==> src/core/swp_pkg.sv <==
// Shared constants and carrier types for the sector write-protect pin block
package swp_pkg;

	localparam int unsigned ROW_W = 11;
	localparam int unsigned COL_W = 9;
	localparam int unsigned ADDR_W = 20;
	localparam int unsigned DATA_W = 8;
	localparam int unsigned NUM_SECTORS = 16;
	localparam int unsigned SECTOR_W = 4;
	localparam int unsigned SECTOR_LSB = 16;
	localparam logic [SECTOR_W-1:0] TOP_SECTOR = 4'hf;

	localparam logic [ROW_W-1:0] ROW_RESET = 11'h000;
	localparam logic [ADDR_W-1:0] ADDR_RESET = 20'h00000;
	localparam logic [DATA_W-1:0] DATA_RESET = 8'h00;
	localparam logic [NUM_SECTORS-1:0] LOCK_RESET = 16'h0000;

	// Pins of the multiplexed programming port, all taken as synchronous
	typedef struct packed {
		logic chip_select_n;
		logic output_enable_n;
		logic write_strobe_n;
		logic row_col_sel;
		logic [ROW_W-1:0] addr_pins;
	} swp_pins_s;

	// Write captured at the rising strobe edge
	typedef struct packed {
		logic valid;
		logic [ADDR_W-1:0] addr;
		logic [DATA_W-1:0] data;
	} swp_wr_s;

	// Protection verdict for one write
	typedef struct packed {
		logic allow;
		logic hw_block;
		logic reg_block;
	} swp_verdict_s;

endpackage

==> src/core/swp_addr_latch.sv <==
// Row and column address capture for the multiplexed programming port
`timescale 1ns/10ps
`default_nettype none

module swp_addr_latch
(
	// Clock and reset
	input wire logic clk,
	input wire logic rst_n,
	// Port pins
	input wire logic row_col_sel,
	input wire logic [swp_pkg::ROW_W-1:0] addr_pins,
	input wire logic capture,
	// Assembled addresses
	output logic [swp_pkg::ADDR_W-1:0] live_addr,
	output logic [swp_pkg::ADDR_W-1:0] held_addr
);

	logic [swp_pkg::ROW_W-1:0] row_d, row_q;
	logic [swp_pkg::ADDR_W-1:0] held_d, held_q;

	////////////////////////////////////////////////////////////////////////////////
	// Row half follows the pins while row select is high, then freezes
	always_comb
	begin
		row_d = row_q;
		if (row_col_sel)
			row_d = addr_pins;
		held_d = held_q;
		if (capture)
			held_d = live_addr;
	end

	// Column half is read straight off the shared pins once row select drops
	assign live_addr = {addr_pins[swp_pkg::COL_W-1:0], row_q};
	assign held_addr = held_q;

	always_ff @(posedge clk or negedge rst_n)
	begin
		if (!rst_n)
		begin
			row_q <= swp_pkg::ROW_RESET;
			held_q <= swp_pkg::ADDR_RESET;
		end
		else
		begin
			row_q <= row_d;
			held_q <= held_d;
		end
	end

endmodule

`default_nettype wire

==> src/core/swp_protect_gate.sv <==
// Hardware and register protection verdict for one sector
`timescale 1ns/10ps
`default_nettype none

module swp_protect_gate
(
	// Target
	input wire logic [swp_pkg::SECTOR_W-1:0] sector,
	// Protection sources
	input wire logic [swp_pkg::NUM_SECTORS-1:0] sector_lock,
	input wire logic top_sector_lock_n,
	input wire logic write_protect_n,
	// Verdict
	output swp_pkg::swp_verdict_s verdict
);

	logic is_top;
	logic hw_pin_n;

	always_comb
	begin
		is_top = (sector == swp_pkg::TOP_SECTOR);
		// Top sector answers only to its own pin, the rest only to the general pin
		hw_pin_n = is_top ? top_sector_lock_n : write_protect_n;
		verdict.hw_block = !hw_pin_n;
		verdict.reg_block = sector_lock[sector];
		verdict.allow = hw_pin_n && !sector_lock[sector];
	end

endmodule

`default_nettype wire

==> src/core/swp_pins.sv <==
// Top of the write-protect gating and multiplexed programming-port pin logic
`timescale 1ns/10ps
`default_nettype none

// Behaviour
// - Top lock low rejects sector 15 writes
// - Top lock high still honours its register lock
// - Protect pins never touch lock registers
// - Write-protect low rejects sectors 0 to 14
// - Write-protect high still honours register locks
// - Low address bits share pins, row-select captured
// - Address held internally after write cycle
// - Host drives write data on data_pins
// - Device drives read results on data_pins
// - Data pins float when deselected or disabled
// - Write data captured into holding register
// - Row select picks row or column half
// - Capture on rising edge of write strobe
module swp_pins
(
	// Clock and reset
	input wire logic clk,
	input wire logic rst_n,
	// Programming port control and address pins
	input wire swp_pkg::swp_pins_s pins,
	// Data pins, split three ways
	input wire logic [swp_pkg::DATA_W-1:0] data_pins_i,
	output logic [swp_pkg::DATA_W-1:0] data_pins_o,
	output logic data_pins_oe,
	// Hardware protect inputs
	input wire logic top_sector_lock_n,
	input wire logic write_protect_n,
	// Lock registers kept elsewhere
	input wire logic [swp_pkg::NUM_SECTORS-1:0] sector_lock,
	output logic [swp_pkg::NUM_SECTORS-1:0] lock_status,
	// Array side
	input wire logic [swp_pkg::DATA_W-1:0] array_rd_data,
	output logic [swp_pkg::ADDR_W-1:0] array_rd_addr,
	output swp_pkg::swp_wr_s array_wr,
	output logic wr_reject_hw,
	output logic wr_reject_lock
);

	typedef enum logic [1:0] {SWP_WR_IDLE, SWP_WR_LOW, SWP_WR_JUDGE} swp_wr_state_e;

	swp_wr_state_e wr_state_d, wr_state_q;
	logic strobe_rise;
	logic judging;
	logic [swp_pkg::ADDR_W-1:0] live_addr;
	logic [swp_pkg::ADDR_W-1:0] held_addr;
	logic [swp_pkg::DATA_W-1:0] wdata_d, wdata_q;
	swp_pkg::swp_verdict_s verdict;
	swp_pkg::swp_wr_s wr_d, wr_q;
	logic rej_hw_d, rej_hw_q;
	logic rej_lock_d, rej_lock_q;
	logic [swp_pkg::DATA_W-1:0] dout_d, dout_q;
	logic oe_d, oe_q;
	logic [swp_pkg::ADDR_W-1:0] rd_addr_d, rd_addr_q;
	logic [swp_pkg::NUM_SECTORS-1:0] lock_d, lock_q;

	////////////////////////////////////////////////////////////////////////////////
	// Write cycle sequencing
	// Low means the strobe was last seen low, so the state doubles as the edge
	// history; reset lands in idle, so a strobe held high at release is no edge
	always_comb
	begin
		wr_state_d = wr_state_q;
		strobe_rise = 1'b0;
		judging = 1'b0;
		unique case (wr_state_q)
			SWP_WR_IDLE:
			begin
				if (!pins.write_strobe_n)
					wr_state_d = SWP_WR_LOW;
			end
			SWP_WR_LOW:
			begin
				if (pins.write_strobe_n)
				begin
					// Only a selected chip accepts the strobe
					strobe_rise = !pins.chip_select_n;
					if (pins.chip_select_n)
						wr_state_d = SWP_WR_IDLE;
					else
						wr_state_d = SWP_WR_JUDGE;
				end
			end
			SWP_WR_JUDGE:
			begin
				// Verdict is taken now; the next strobe may already be low
				judging = 1'b1;
				if (pins.write_strobe_n)
					wr_state_d = SWP_WR_IDLE;
				else
					wr_state_d = SWP_WR_LOW;
			end
			default:
			begin
				// Unused code falls back to idle rather than locking up
				wr_state_d = SWP_WR_IDLE;
			end
		endcase
	end

	always_ff @(posedge clk or negedge rst_n)
	begin
		if (!rst_n)
			wr_state_q <= SWP_WR_IDLE;
		else
			wr_state_q <= wr_state_d;
	end

	////////////////////////////////////////////////////////////////////////////////
	// Address capture
	swp_addr_latch u_addr
	(
		.clk(clk),
		.rst_n(rst_n),
		.row_col_sel(pins.row_col_sel),
		.addr_pins(pins.addr_pins),
		.capture(strobe_rise),
		.live_addr(live_addr),
		.held_addr(held_addr)
	);

	////////////////////////////////////////////////////////////////////////////////
	// Data holding register
	always_comb
	begin
		wdata_d = wdata_q;
		if (strobe_rise)
		begin
			wdata_d = data_pins_i;
		end
	end

	always_ff @(posedge clk or negedge rst_n)
	begin
		if (!rst_n)
		begin
			wdata_q <= swp_pkg::DATA_RESET;
		end
		else
		begin
			wdata_q <= wdata_d;
		end
	end

	////////////////////////////////////////////////////////////////////////////////
	// Protection verdict on the held address
	swp_protect_gate u_gate
	(
		.sector(held_addr[swp_pkg::ADDR_W-1:swp_pkg::SECTOR_LSB]),
		.sector_lock(sector_lock),
		.top_sector_lock_n(top_sector_lock_n),
		.write_protect_n(write_protect_n),
		.verdict(verdict)
	);

	// Pins are judged one cycle after the strobe, on the held copy, so a host
	// that moves address or data right after the edge cannot alter the target
	always_comb
	begin
		wr_d.valid = 1'b0;
		wr_d.addr = wr_q.addr;
		wr_d.data = wr_q.data;
		rej_hw_d = 1'b0;
		rej_lock_d = 1'b0;
		if (judging)
		begin
			wr_d.addr = held_addr;
			wr_d.data = wdata_q;
			if (verdict.allow)
				wr_d.valid = 1'b1;
			else if (verdict.hw_block)
				rej_hw_d = 1'b1;
			else
				rej_lock_d = 1'b1;
		end
	end

	always_ff @(posedge clk or negedge rst_n)
	begin
		if (!rst_n)
		begin
			wr_q <= '{valid: 1'b0, addr: swp_pkg::ADDR_RESET, data: swp_pkg::DATA_RESET};
			rej_hw_q <= 1'b0;
			rej_lock_q <= 1'b0;
		end
		else
		begin
			wr_q <= wr_d;
			rej_hw_q <= rej_hw_d;
			rej_lock_q <= rej_lock_d;
		end
	end

	////////////////////////////////////////////////////////////////////////////////
	// Read path
	always_comb
	begin
		rd_addr_d = live_addr;
		dout_d = array_rd_data;
		// Never drive while the host may be driving a write
		oe_d = !pins.chip_select_n && !pins.output_enable_n && pins.write_strobe_n;
	end

	always_ff @(posedge clk or negedge rst_n)
	begin
		if (!rst_n)
		begin
			rd_addr_q <= swp_pkg::ADDR_RESET;
			dout_q <= swp_pkg::DATA_RESET;
			oe_q <= 1'b0;
		end
		else
		begin
			rd_addr_q <= rd_addr_d;
			dout_q <= dout_d;
			oe_q <= oe_d;
		end
	end

	////////////////////////////////////////////////////////////////////////////////
	// Lock status mirror, one flop per sector, fed only from the lock registers
	// Protect pins have no path in here, so they can never disturb what software sees
	for (genvar s = 0; s < swp_pkg::NUM_SECTORS; s = s + 1)
	begin : g_lock
		always_comb
		begin
			lock_d[s] = sector_lock[s];
		end

		always_ff @(posedge clk or negedge rst_n)
		begin
			if (!rst_n)
				lock_q[s] <= swp_pkg::LOCK_RESET[s];
			else
				lock_q[s] <= lock_d[s];
		end
	end

	////////////////////////////////////////////////////////////////////////////////
	// Outputs
	assign data_pins_o = dout_q;
	assign data_pins_oe = oe_q;
	assign array_rd_addr = rd_addr_q;
	assign array_wr = wr_q;
	assign wr_reject_hw = rej_hw_q;
	assign wr_reject_lock = rej_lock_q;
	assign lock_status = lock_q;

endmodule

`default_nettype wire

==> config.mk <==
export PLATFORM = sky130hd
export DESIGN_NAME = swp_pins
export DESIGN_NICKNAME = d
export VERILOG_FILES = /design/src/core/swp_pkg.sv /design/src/core/swp_addr_latch.sv /design/src/core/swp_protect_gate.sv /design/src/core/swp_pins.sv
export SDC_FILE = /design/constraint.sdc
export NUM_CORES = 1
export LEC_CHECK = 0
export ABC_AREA = 1
export BUFFER_PORTS_ARGS = -buffer_cell sky130_fd_sc_hd__buf_4
export CAP_MARGIN = 20
export CORE_AREA = 2 2 87 97
export DETAILED_ROUTE_END_ITERATION = 10
export DIE_AREA = 0 0 89 99
export GPL_ROUTABILITY_DRIVEN = 0
export GPL_TIMING_DRIVEN = 1
export PLACE_DENSITY_LB_ADDON = 0.05
export SETUP_SLACK_MARGIN = 0.1
export SLEW_MARGIN = 20
export SYNTH_ARGS = -nofsm -noshare
export SYNTH_HDL_FRONTEND = slang
export SYNTH_HIERARCHICAL = 1
export SYNTH_SLANG_ARGS = --single-unit
==> constraint.sdc <==
create_clock -name clk -period 2.8 [get_ports clk]
set_input_delay 0.42 -clock clk [delete_from_list [all_inputs] [get_ports clk]]
set_output_delay 0.42 -clock clk [all_outputs]
set_load 0.01 [all_outputs]
==> summary.md, run 1 <==
| Metric | Value |
|---|---|
| H-Tree Depth | `4` |
| Multi-input logic area | `1040 um2` |
| Outcome | `complete, no violations` |
| Sequential share of power | `41.7%` |
| Crit share post-route | `72.1%` |
| Initial Util | `53.9%` |
| Synth area leader | `dfrtp_1` |
| Gr usage total | `21.9%` |
| Worst reg2reg setup slack | `0.78 ns` |
| Post-route DRC violation count | `0` |
| Layout Cells excl Fill | `660` |
| Mean post-synth cell area | `10.2 um2` |
| Maximum vdd drop | `553 uV` |
| Die H | `99 um` |
| Die ar. | `8810 um2` |
| CP max FO | `21` |
| Synth async-reset ratio | `100%` |
| Worst Skew | `0.00871 ns` |
| Antenna violations before repair | `0` |
| Placement Rows | `34` |
| Met1 usage | `27.6%` |
| Worst-Margin Slew | `0.968 ns` |
| Core outline area | `7830 um2` |
| Vias per Instance | `4.74` |
| Most frequent cells in the layout | `nand2_1 (192), buf_4 (128), dfrtp_1 (117), nand3_1 (42)` |
| Num Clock Sinks | `117` |
| Startpoint Class | `register` |
| Area fraction of the dominant cell type after synthesis | `69.4%` |
| Setup slack after layout | `0.782 ns` |
| Post-synth EDFFs | `0` |
| Routed vias | `3127` |
| Global route overflow | `0` |
| Synth warnings | `6` |
| Comb power frac | `13.9%` |
| Pin count of the biggest net entering global routing | `85` |
| DP Cell Count | `627` |
| Syn Inst Count | `415` |
| Total power | `4.98 mW` |
| Worst Path Arrival | `2.39 ns` |
| CTS root buf | `clkbuf_8` |
| TNS Setup | `0 ns` |
| Fmax | `496 MHz` |
| Clock Pin Slew Worst Setup and Hold Paths | `0.06 ns` |
| Worst-Skew Late Latency | `0.50 ns` |
| Mapped Nets | `466` |
| Critical path capture point type | `register` |
| Combined area of all synthesized cells | `4220 um2` |
| FF-to-FF path depth | `6` |
| Area Overhead vs Synth | `37.1%` |
| # nets final | `590` |
| Tightest Hold Check Type | `in -> reg` |
| First-pass GRT wire length | `14600 um` |
| Slew margin rel. | `35.3%` |
| Dpl ws | `0.710 ns` |
| Reg-to-reg startpoint | `wr_state_q[1]$_DFFE_PN0P_` |
| DRT iter0 DRCs | `137` |
| Layout cells sized above 1 | `30.8%` |
| # diodes | `0` |
| Post-Route WL | `8880 um` |
| Vias in the first global route | `3114` |
| Final HPWL DP | `5950 um` |
| Hold Fails Final Rpt | `0` |
| Final Critical Period | `2.02 ns` |
| GRT busiest layer | `met2` |
| Total clock buffers created by CTS | `17` |
| Commonest non-fill, non-tap cell in the layout | `nand2_1` |
| Final setup vio count | `0` |
| Fin. max-slew vios | `0` |
| I/O pins | `127` |
| R2r endpoint | `u_addr/held_addr[0]$_DFFE_PN0P_` |
| M2 GR Usage | `36.0%` |
| DR pass1 iterations | `5` |
| GR Util met3 | `5.70%` |
| Leading post-synthesis cells by cell area | `dfrtp_1 (69%), nand2_1 (17%), nand3_1 (5.0%)` |
| Post-route antenna net violation count | `0` |
| WS Path Type | `reg -> reg` |
| Port Buffers | `126` |
| Max clock buf depth | `2` |
| Clock power frac | `44.4%` |
| Unrepaired setup endpoints after global routing | `false` |
| CTS tree | `yes` |
| WHS Endpoint | `data_pins_o[1]$_DFF_PN0_` |
| Leakage | `3.16 nW` |
| Most used DFF post-synth | `dfrtp_1` |
| Drt wl/cell | `13.5 um` |
| Max-Cap Viols | `0` |
| Synthesis-stage register bit count | `117` |
| Die Wd | `89 um` |
| Pint | `3.75 mW` |
| Psw | `1.24 mW` |
| Fill count | `582` |
| Reg area | `2930 um2` |
| Synth cell types | `18` |
| Seq/Total Area, Yosys | `69.4%` |
| Hold path cells | `1` |
| Hold Crit Start | `array_rd_data[1]` |
| Sw Share | `24.8%` |
| Pwr Density | `860 nW/um2` |
| Critical path required time | `3.18 ns` |
-- registers in the layout, indices dropped and copies added (netlist names) --
name and cells:
data_pins_o 8, wr_reject_lock 1, wdata_q 8, lock_status 16, data_pins_oe 1, u_addr/held_addr 20
u_addr/row_q 11, array_wr 29, wr_reject_hw 1, array_rd_addr 20, wr_state_q 2
-- per-layer routing --
layer,wire length [um],up-vias
li1,-,1528
met1,3630,1487
met2,4620,103
met3,552,9
met4,78,0
met5,0,-
-- per-stage QoR --
stage	utilization, %	cell area (um2)	hold WS, ns
after floorplan	-	4220	0.124
after global placement	65.9	5150	0.384
after detailed placement	65.9	5150	0.384
after CTS	73.9	5790	0.00293
after global routing	73.9	5790	0.00176
final	73.9	5790	0.0261
-- worst max-delay path, stage by stage, from the launching register on --
cell and delay (ns):
dfrtp_1 0.39, nor2_2 0.37, nand2_4 0.15, inv_1 0.48
inv_2 0.29, nand2_1 0.15, nand2_1 0.07
-- how the worst max path moves through the flow --
stage,startpoint,endpoint,slack [ns],cells past startpoint
after floorplan,pins[12],u_addr/held_addr[17]$_DFFE_PN0P_,1.49,8
after global placement,pins[14],u_addr/held_addr[9]$_DFFE_PN0P_,0.81,7
after CTS,wr_state_q[1]$_DFFE_PN0P_,u_addr/held_addr[0]$_DFFE_PN0P_,0.78,6
final,wr_state_q[1]$_DFFE_PN0P_,u_addr/held_addr[0]$_DFFE_PN0P_,0.78,6
after detailed placement,pins[14],u_addr/held_addr[10]$_DFFE_PN0P_,0.71,7
after global routing,wr_state_q[1]$_DFFE_PN0P_,u_addr/held_addr[0]$_DFFE_PN0P_,0.58,6
-- synthesized netlist by cell type (2+ instances only) --
cell type,n
nand2_1,192
dfrtp_1,117
nand3_1,42
buf_4,16
inv_1,16
nor2_1,8
buf_2,5
nor2_2,4
buf_6,3
inv_2,2
nand2_2,2
nor3_1,2
-- cells by family (layout without fill, tap and decap cells) --
group	count (synthesis)	in the layout	synth area share [%]
compound gates	2	2	0.237
buf+inv	44	181	6.02
flops	117	117	69.4
simple gates	252	252	24.4
-- power by group through the flow --
stage	logic, mW	registers, mW	clock network (mW)
after floorplan	0.269	2.14	0
after global placement	0.681	2.10	0
after detailed placement	0.694	2.10	0
after CTS	0.706	2.08	2.24
after global routing	0.783	2.11	2.32
final	0.694	2.08	2.21
-- repair_timing --
action / CTS / global route
gates resized for setup: 0 / 0
endpoints found under the hold margin: 33 / 0
buffers inserted: 0 / 0
hold buffers: 1 / 0
-- area by class of cell --
cell class / count / share of cell area, %
Clock buffer: 20 / 7.70
Clock inverter: 12 / 3.07
Inverter: 19 / 1.23
Multi-Input combinational cell: 254 / 18.0
Sequential cell: 117 / 50.6
Tap cell: 108 / 2.33
Timing Repair Buffer: 130 / 17.1
Power figures use the tool's default switching activity.
==> inputs of run 2 (changes only) <==
- CORE_AREA: 2 2 87 97 -> 2 2 90 101
- DIE_AREA: 0 0 89 99 -> 0 0 92 103
- clock period: 2.8 -> 1.9 ns (I/O delays scaled with it)
==> run 2 against run 1 <==
Largest power group unchanged. Sequential power grew 47%. First-iteration DRC count shrank 10%. Clock power grew 47%. Design area grew 8.0%. Routed wire length grew 7.9%. Worst setup slack lost 0.49 ns. Combinational power grew 60%. Core utilization shrank 0.89 points.
==> summary.md, run 2 (synthesis gave the netlist of run 1 again) <==
| Metric | Value |
|---|---|
| Worst Path Arrival | `2.03 ns` |
| Die Wd | `92 um` |
| Pin count of the biggest net entering global routing | `42` |
| # nets final | `638` |
| Initial Util | `49.3%` |
| Core outline area | `8560 um2` |
| Slew margin rel. | `62.3%` |
| DRT iter0 DRCs | `123` |
| WS Path Type | `reg -> reg` |
| Post-route DRC violation count | `0` |
| First-pass GRT wire length | `15300 um` |
| Worst path slowest cell | `dfrtp_1` |
| Worst Skew | `0.00762 ns` |
| CTS root buf | `clkbuf_8` |
| Critical path capture point type | `register` |
| Port Buffers | `126` |
| Outcome | `complete, no violations` |
| Max-Cap Viols | `0` |
| Total clock buffers created by CTS | `17` |
| Fill count | `645` |
| Critical path required time | `2.32 ns` |
| Fmax | `623 MHz` |
| Drt wl/cell | `13.4 um` |
| Pwr Density | `1180 nW/um2` |
| Most frequent cells in the layout | `nand2_1 (192), buf_4 (135), dfrtp_1 (117), nand3_1 (42), dlygate4sd3_1 (41)` |
| Die H | `103 um` |
| Maximum vdd drop | `693 uV` |
| Worst-Margin Slew | `0.565 ns` |
| Area Overhead vs Synth | `48.1%` |
| CP max FO | `13` |
| Final Critical Period | `1.61 ns` |
| Max clock buf depth | `2` |
| Hold Fails Final Rpt | `0` |
| Fin. max-slew vios | `0` |
| # diodes | `0` |
| Final HPWL DP | `6350 um` |
| H-Tree Depth | `4` |
| DR pass1 iterations | `5` |
| I/O pins | `127` |
| Antenna violations before repair | `0` |
| Commonest non-fill, non-tap cell in the layout | `nand2_1` |
| Final setup vio count | `0` |
| Vias in the first global route | `3180` |
| Critical path's largest stage delay | `0.62 ns` |
| Crit share post-route | `84.5%` |
| Placement Rows | `36` |
| Vias per Instance | `4.64` |
| Leakage | `3.37 nW` |
| Layout cells sized above 1 | `29.2%` |
| Worst-Skew Late Latency | `0.51 ns` |
| CTS tree | `yes` |
| Post-Route WL | `9580 um` |
| Gr usage total | `21.4%` |
| Routed vias | `3316` |
| Unrepaired setup endpoints after global routing | `false` |
| TNS Setup | `0 ns` |
| Tightest Hold Check Type | `in -> reg` |
| Clock Pin Slew Worst Setup and Hold Paths | `0.05 ns` |
| Die ar. | `9480 um2` |
| Worst reg2reg setup slack | `0.29 ns` |
| Startpoint Class | `register` |
| Total power | `7.40 mW` |
| Global route overflow | `0` |
| Num Clock Sinks | `117` |
| Post-route antenna net violation count | `0` |
| CP cell instances | `inv_2, nor3_2, nand2_1, o21ai_1, nor2_2, inv_1, nand2_1, nor2_1` |
| Crit-path most repeated cell | `nand2_1` |
| Max FFs per register | `29` |
## run 2: cell count changes in the layout (fill, tap and decap cells not counted), sizes merged
cell         before  now
buf             129  137
dlygate4sd3       1   41
clkinvlp          4    2
clkinv            5    4
clkbuf           20   23
## run 2: per-stage QoR
stage               instances  worst slack [ns]  hold slack, ns  util, %  cell area [um2]
floorplan                 415             0.608         -0.0106        -             4220
global placement          641             0.337           0.305     61.2             5240
detailed placement        641             0.340           0.309     61.2             5240
CTS                       714             0.310         0.00330     73.1             6250
global route              714             0.154          0.0122     73.1             6250
finish                    714             0.294          0.0224     73.1             6250
## run 2: repair_timing
action	CTS	global route
setup buffers	0	0
hold buffers	41	0
hold endpoints to repair	88	0
resized for setup	0	0
## run 2: worst paths after layout
kind	from	endpoint	cells after the start
setup / recovery	u_addr/held_addr[16]$_DFFE_PN0P_	wr_reject_hw$_DFF_PN0_	8
hold / removal	data_pins_i[4]	wdata_q[4]$_DFFE_PN0P_	3
setup reg to reg	u_addr/held_addr[16]$_DFFE_PN0P_	wr_reject_hw$_DFF_PN0_	8
hold reg to reg	u_addr/row_q[6]$_DFFE_PN0P_	array_rd_addr[6]$_DFF_PN0_	0
max in group asynchronous	rst_n	u_addr/held_addr[10]$_DFFE_PN0P_	3
min in group asynchronous	rst_n	lock_status[2]$_DFF_PN0_	2
## run 2: power breakdown
group          total [mW]  internal (mW)  switching [mW]  leakage [nW]
Sequential           3.06           2.84           0.214          1.45
Combinational        1.11          0.550           0.558          1.63
Clock                3.24           2.19            1.05         0.292
## run 2: final cells by class
type                            count  area, um2  area share, %
Clock buffer                       23        457           7.30
Clock inverter                      9        150           2.40
Inverter                           19       71.3           1.14
Multi-Input combinational cell    254       1040           16.6
Sequential cell                   117       2930           46.8
Tap cell                          114        143           2.28
Timing Repair Buffer              178       1460           23.4
## run 2: layer usage
layer  vias to the layer above  part of all wire, %  GRT usage (%)
met3                         8                  5.7           6.14
li1                       1620                    -              -
met4                         0                  1.1           8.61
met2                       113                   51           36.7
met5                         -                    0              0
met1                      1575                   42           25.8
## run 2: worst max-delay path, delay by kind of cell, from the launching register on
| family | cells | cell delay [ns] |
|---|---|---|
| buffers and inverters | 2 | 0.23 |
| AO/OA/AOI/OAI | 1 | 0.16 |
| flip-flops | 1 | 0.62 |
| AND/OR/NAND/NOR | 5 | 0.51 |
==> inputs of run 3 (changes only) <==
- CORE_AREA: 2 2 90 101 -> 2 2 95 106
- DIE_AREA: 0 0 92 103 -> 0 0 97 108
- clock period: 1.9 -> 1.4 ns (I/O delays scaled with it)
==> run 3 against run 2 <==
Routed wire length grew 4.0%. Worst hold slack improved by 0.027 ns. Combinational power increased by 47%. Clock skew up 0.00086 ns. Via count grew 3.2%. Clock power is 32% higher. First-iteration DRC count rose by 67%. Critical path depth increased by 3. Maximum frequency increased by 19%. Sequential cell count stayed put. Design area up 2.9%. Register-to-register slack got worse by 0.24 ns. Critical path type unchanged.
==> summary.md, run 3 (synthesis gave the netlist of run 1 again) <==
| Metric | Value |
|---|---|
| Crit-path most repeated cell | `nand2_1` |
| Worst Skew | `0.00848 ns` |
| Final hold slack | `0.0496 ns` |
| CP cell instances | `buf_6, nand2_2, nand3_2, nand2_1, nor2_1, nand2_1, nand2_2, nor2_2, inv_1, nand2_1, nor2_1` |
| Layout Cells excl Fill | `730` |
| Reg area | `2930 um2` |
| CTS root buf | `clkbuf_8` |
| Drt wl/cell | `13.6 um` |
| Final Util | `69.1%` |
| Fill count | `728` |
| Max-Cap Viols | `0` |
| Outcome | `complete, no violations` |
| DR pass1 iterations | `5` |
| WS Path Type | `reg -> reg` |
| Worst path slowest cell | `dfrtp_2` |
| Unrepaired setup endpoints after global routing | `true` |
| Post-route DRC violation count | `0` |
| Hold Fails Final Rpt | `0` |
| Final HPWL DP | `6410 um` |
| DRT iter0 DRCs | `205` |
| Num Clock Sinks | `117` |
| Area Overhead vs Synth | `52.4%` |
| Total power | `10.0 mW` |
| Worst-Margin Slew | `0.542 ns` |
| Leakage | `3.43 nW` |
| Final setup vio count | `0` |
| Gr usage total | `19.9%` |
| H-Tree Depth | `4` |
| Fmax | `740 MHz` |
| Routed vias | `3422` |
| Commonest non-fill, non-tap cell in the layout | `nand2_1` |
| Pwr Density | `1560 nW/um2` |
| I/O pins | `127` |
| Die ar. | `10500 um2` |
| Layout cells sized above 1 | `31.6%` |
| Fin. max-slew vios | `0` |
| Total clock buffers created by CTS | `17` |
| Initial Util | `45.4%` |
| Multi-input logic area | `1070 um2` |
| Die Wd | `97 um` |
| Core outline area | `9310 um2` |
| CTS tree | `yes` |
| Post-Route WL | `9960 um` |
| CP max FO | `6` |
| Vias per Instance | `4.69` |
| Global route overflow | `0` |
| Tightest Hold Check Type | `in -> reg` |
| Die H | `108 um` |
| Most frequent cells in the layout | `nand2_1 (188), buf_4 (138), dfrtp_1 (115), dlygate4sd3_1 (50), nand3_1 (40)` |
| Startpoint Class | `register` |
| Clock Pin Slew Worst Setup and Hold Paths | `0.05 ns` |
| Slew margin rel. | `63.9%` |
| First-pass GRT wire length | `16400 um` |
| Pin count of the biggest net entering global routing | `74` |
| Maximum vdd drop | `1070 uV` |
| Post-route antenna net violation count | `0` |
| Vias in the first global route | `3417` |
| Worst-Skew Late Latency | `0.50 ns` |
| Crit share post-route | `96.5%` |
| Placement Rows | `37` |
| Max clock buf depth | `2` |
| Antenna violations before repair | `0` |
| # nets final | `652` |
| Max FFs per register | `29` |
| Port Buffers | `126` |
| # diodes | `0` |
| Critical path's largest stage delay | `0.45 ns` |
| Critical path capture point type | `register` |
| Worst Path Arrival | `1.73 ns` |
| Final Critical Period | `1.35 ns` |
| Critical path required time | `1.78 ns` |
| DP Cell Count | `645` |
-- run 3: cell count changes in the layout (fill, tap and decap cells not counted), moves of 2 or more --
| cell | change |
|---|---|
| buf_4 | +3 |
| buf_6 | +2 |
| clkbuf_1 | -2 |
| clkbuf_8 | +2 |
| clkinvlp_4 | +2 |
| dfrtp_1 | -2 |
| dfrtp_2 | +2 |
| dlygate4sd3_1 | +9 |
| inv_1 | -2 |
| nand2_1 | -4 |
| nand2_2 | +3 |
| nand3_1 | -2 |
| nand3_2 | +2 |
| nor2_1 | -2 |
-- run 3: cell type report --
class                           count  share of cell area, %
Tap cell                          117                   2.28
Inverter                           19                   1.28
Clock inverter                      8                   1.91
Timing Repair Buffer              192                   24.9
Multi-Input combinational cell    254                   16.7
Sequential cell                   117                   45.6
Clock buffer                       23                   7.41
-- run 3: path summary, 6_finish.rpt --
| path | start | endpoint | slack (ns) | cells after the start |
|---|---|---|---|---|
| min reg2reg | u_addr/row_q[8]$_DFFE_PN0P_ | array_rd_addr[8]$_DFF_PN0_ | 0.41 | 0 |
| min | write_protect_n | wr_reject_hw$_DFF_PN0_ | 0.05 | 4 |
| max in group asynchronous | rst_n | u_addr/held_addr[17]$_DFFE_PN0P_ | 0.64 | 3 |
| min in group asynchronous | rst_n | lock_status[7]$_DFF_PN0_ | 0.26 | 3 |
| max | u_addr/held_addr[16]$_DFFE_PN0P_ | wr_reject_hw$_DFF_PN0_ | 0.05 | 11 |
| max reg2reg | u_addr/held_addr[16]$_DFFE_PN0P_ | wr_reject_hw$_DFF_PN0_ | 0.05 | 11 |
-- run 3: critical path: cells and delay by family, from the launching register on --
family / cells / cell delay [ns]
flip-flops: 1 / 0.45
buffers and inverters: 2 / 0.21
AND/OR/NAND/NOR: 9 / 0.56
-- run 3: power breakdown --
part | switching, mW | internal (mW) | leakage [nW]
Sequential | 0.269 | 3.86 | 1.45
Clock | 1.41 | 2.88 | 0.286
Combinational | 0.811 | 0.817 | 1.69
-- run 3: per-layer routing --
| metal | vias up | GRT usage (%) | share of wire, % |
|---|---|---|---|
| met5 | - | 0 | 0 |
| met4 | 0 | 6.74 | 0.91 |
| met3 | 8 | 5.56 | 4.7 |
| met2 | 92 | 32.8 | 51 |
| met1 | 1671 | 25.6 | 44 |
| li1 | 1651 | - | - |
-- run 3: what timing repair did --
item                                    in CTS  in global routing
endpoints found under the setup margin       3                 51
hold buffers                                50                  0
resized for setup                            4                 17
pin swaps                                    1                  9
buffers inserted                             1                  3
gates cloned                                 0                  0
endpoints found under the hold margin      180                  0
-- run 3: through the flow --
stage | cell area, um2 | TNS, ns | worst slack, ns
4_1_cts | 6360 | 0 | 0.0651
5_1_grt | 6430 | -0.0959 | -0.0622
3_3_place_gp | 5250 | 0 | 0.104
6_report | 6430 | 0 | 0.0490
3_5_place_dp | 5250 | 0 | 0.0262
2_1_floorplan | 4220 | 0 | 0.108
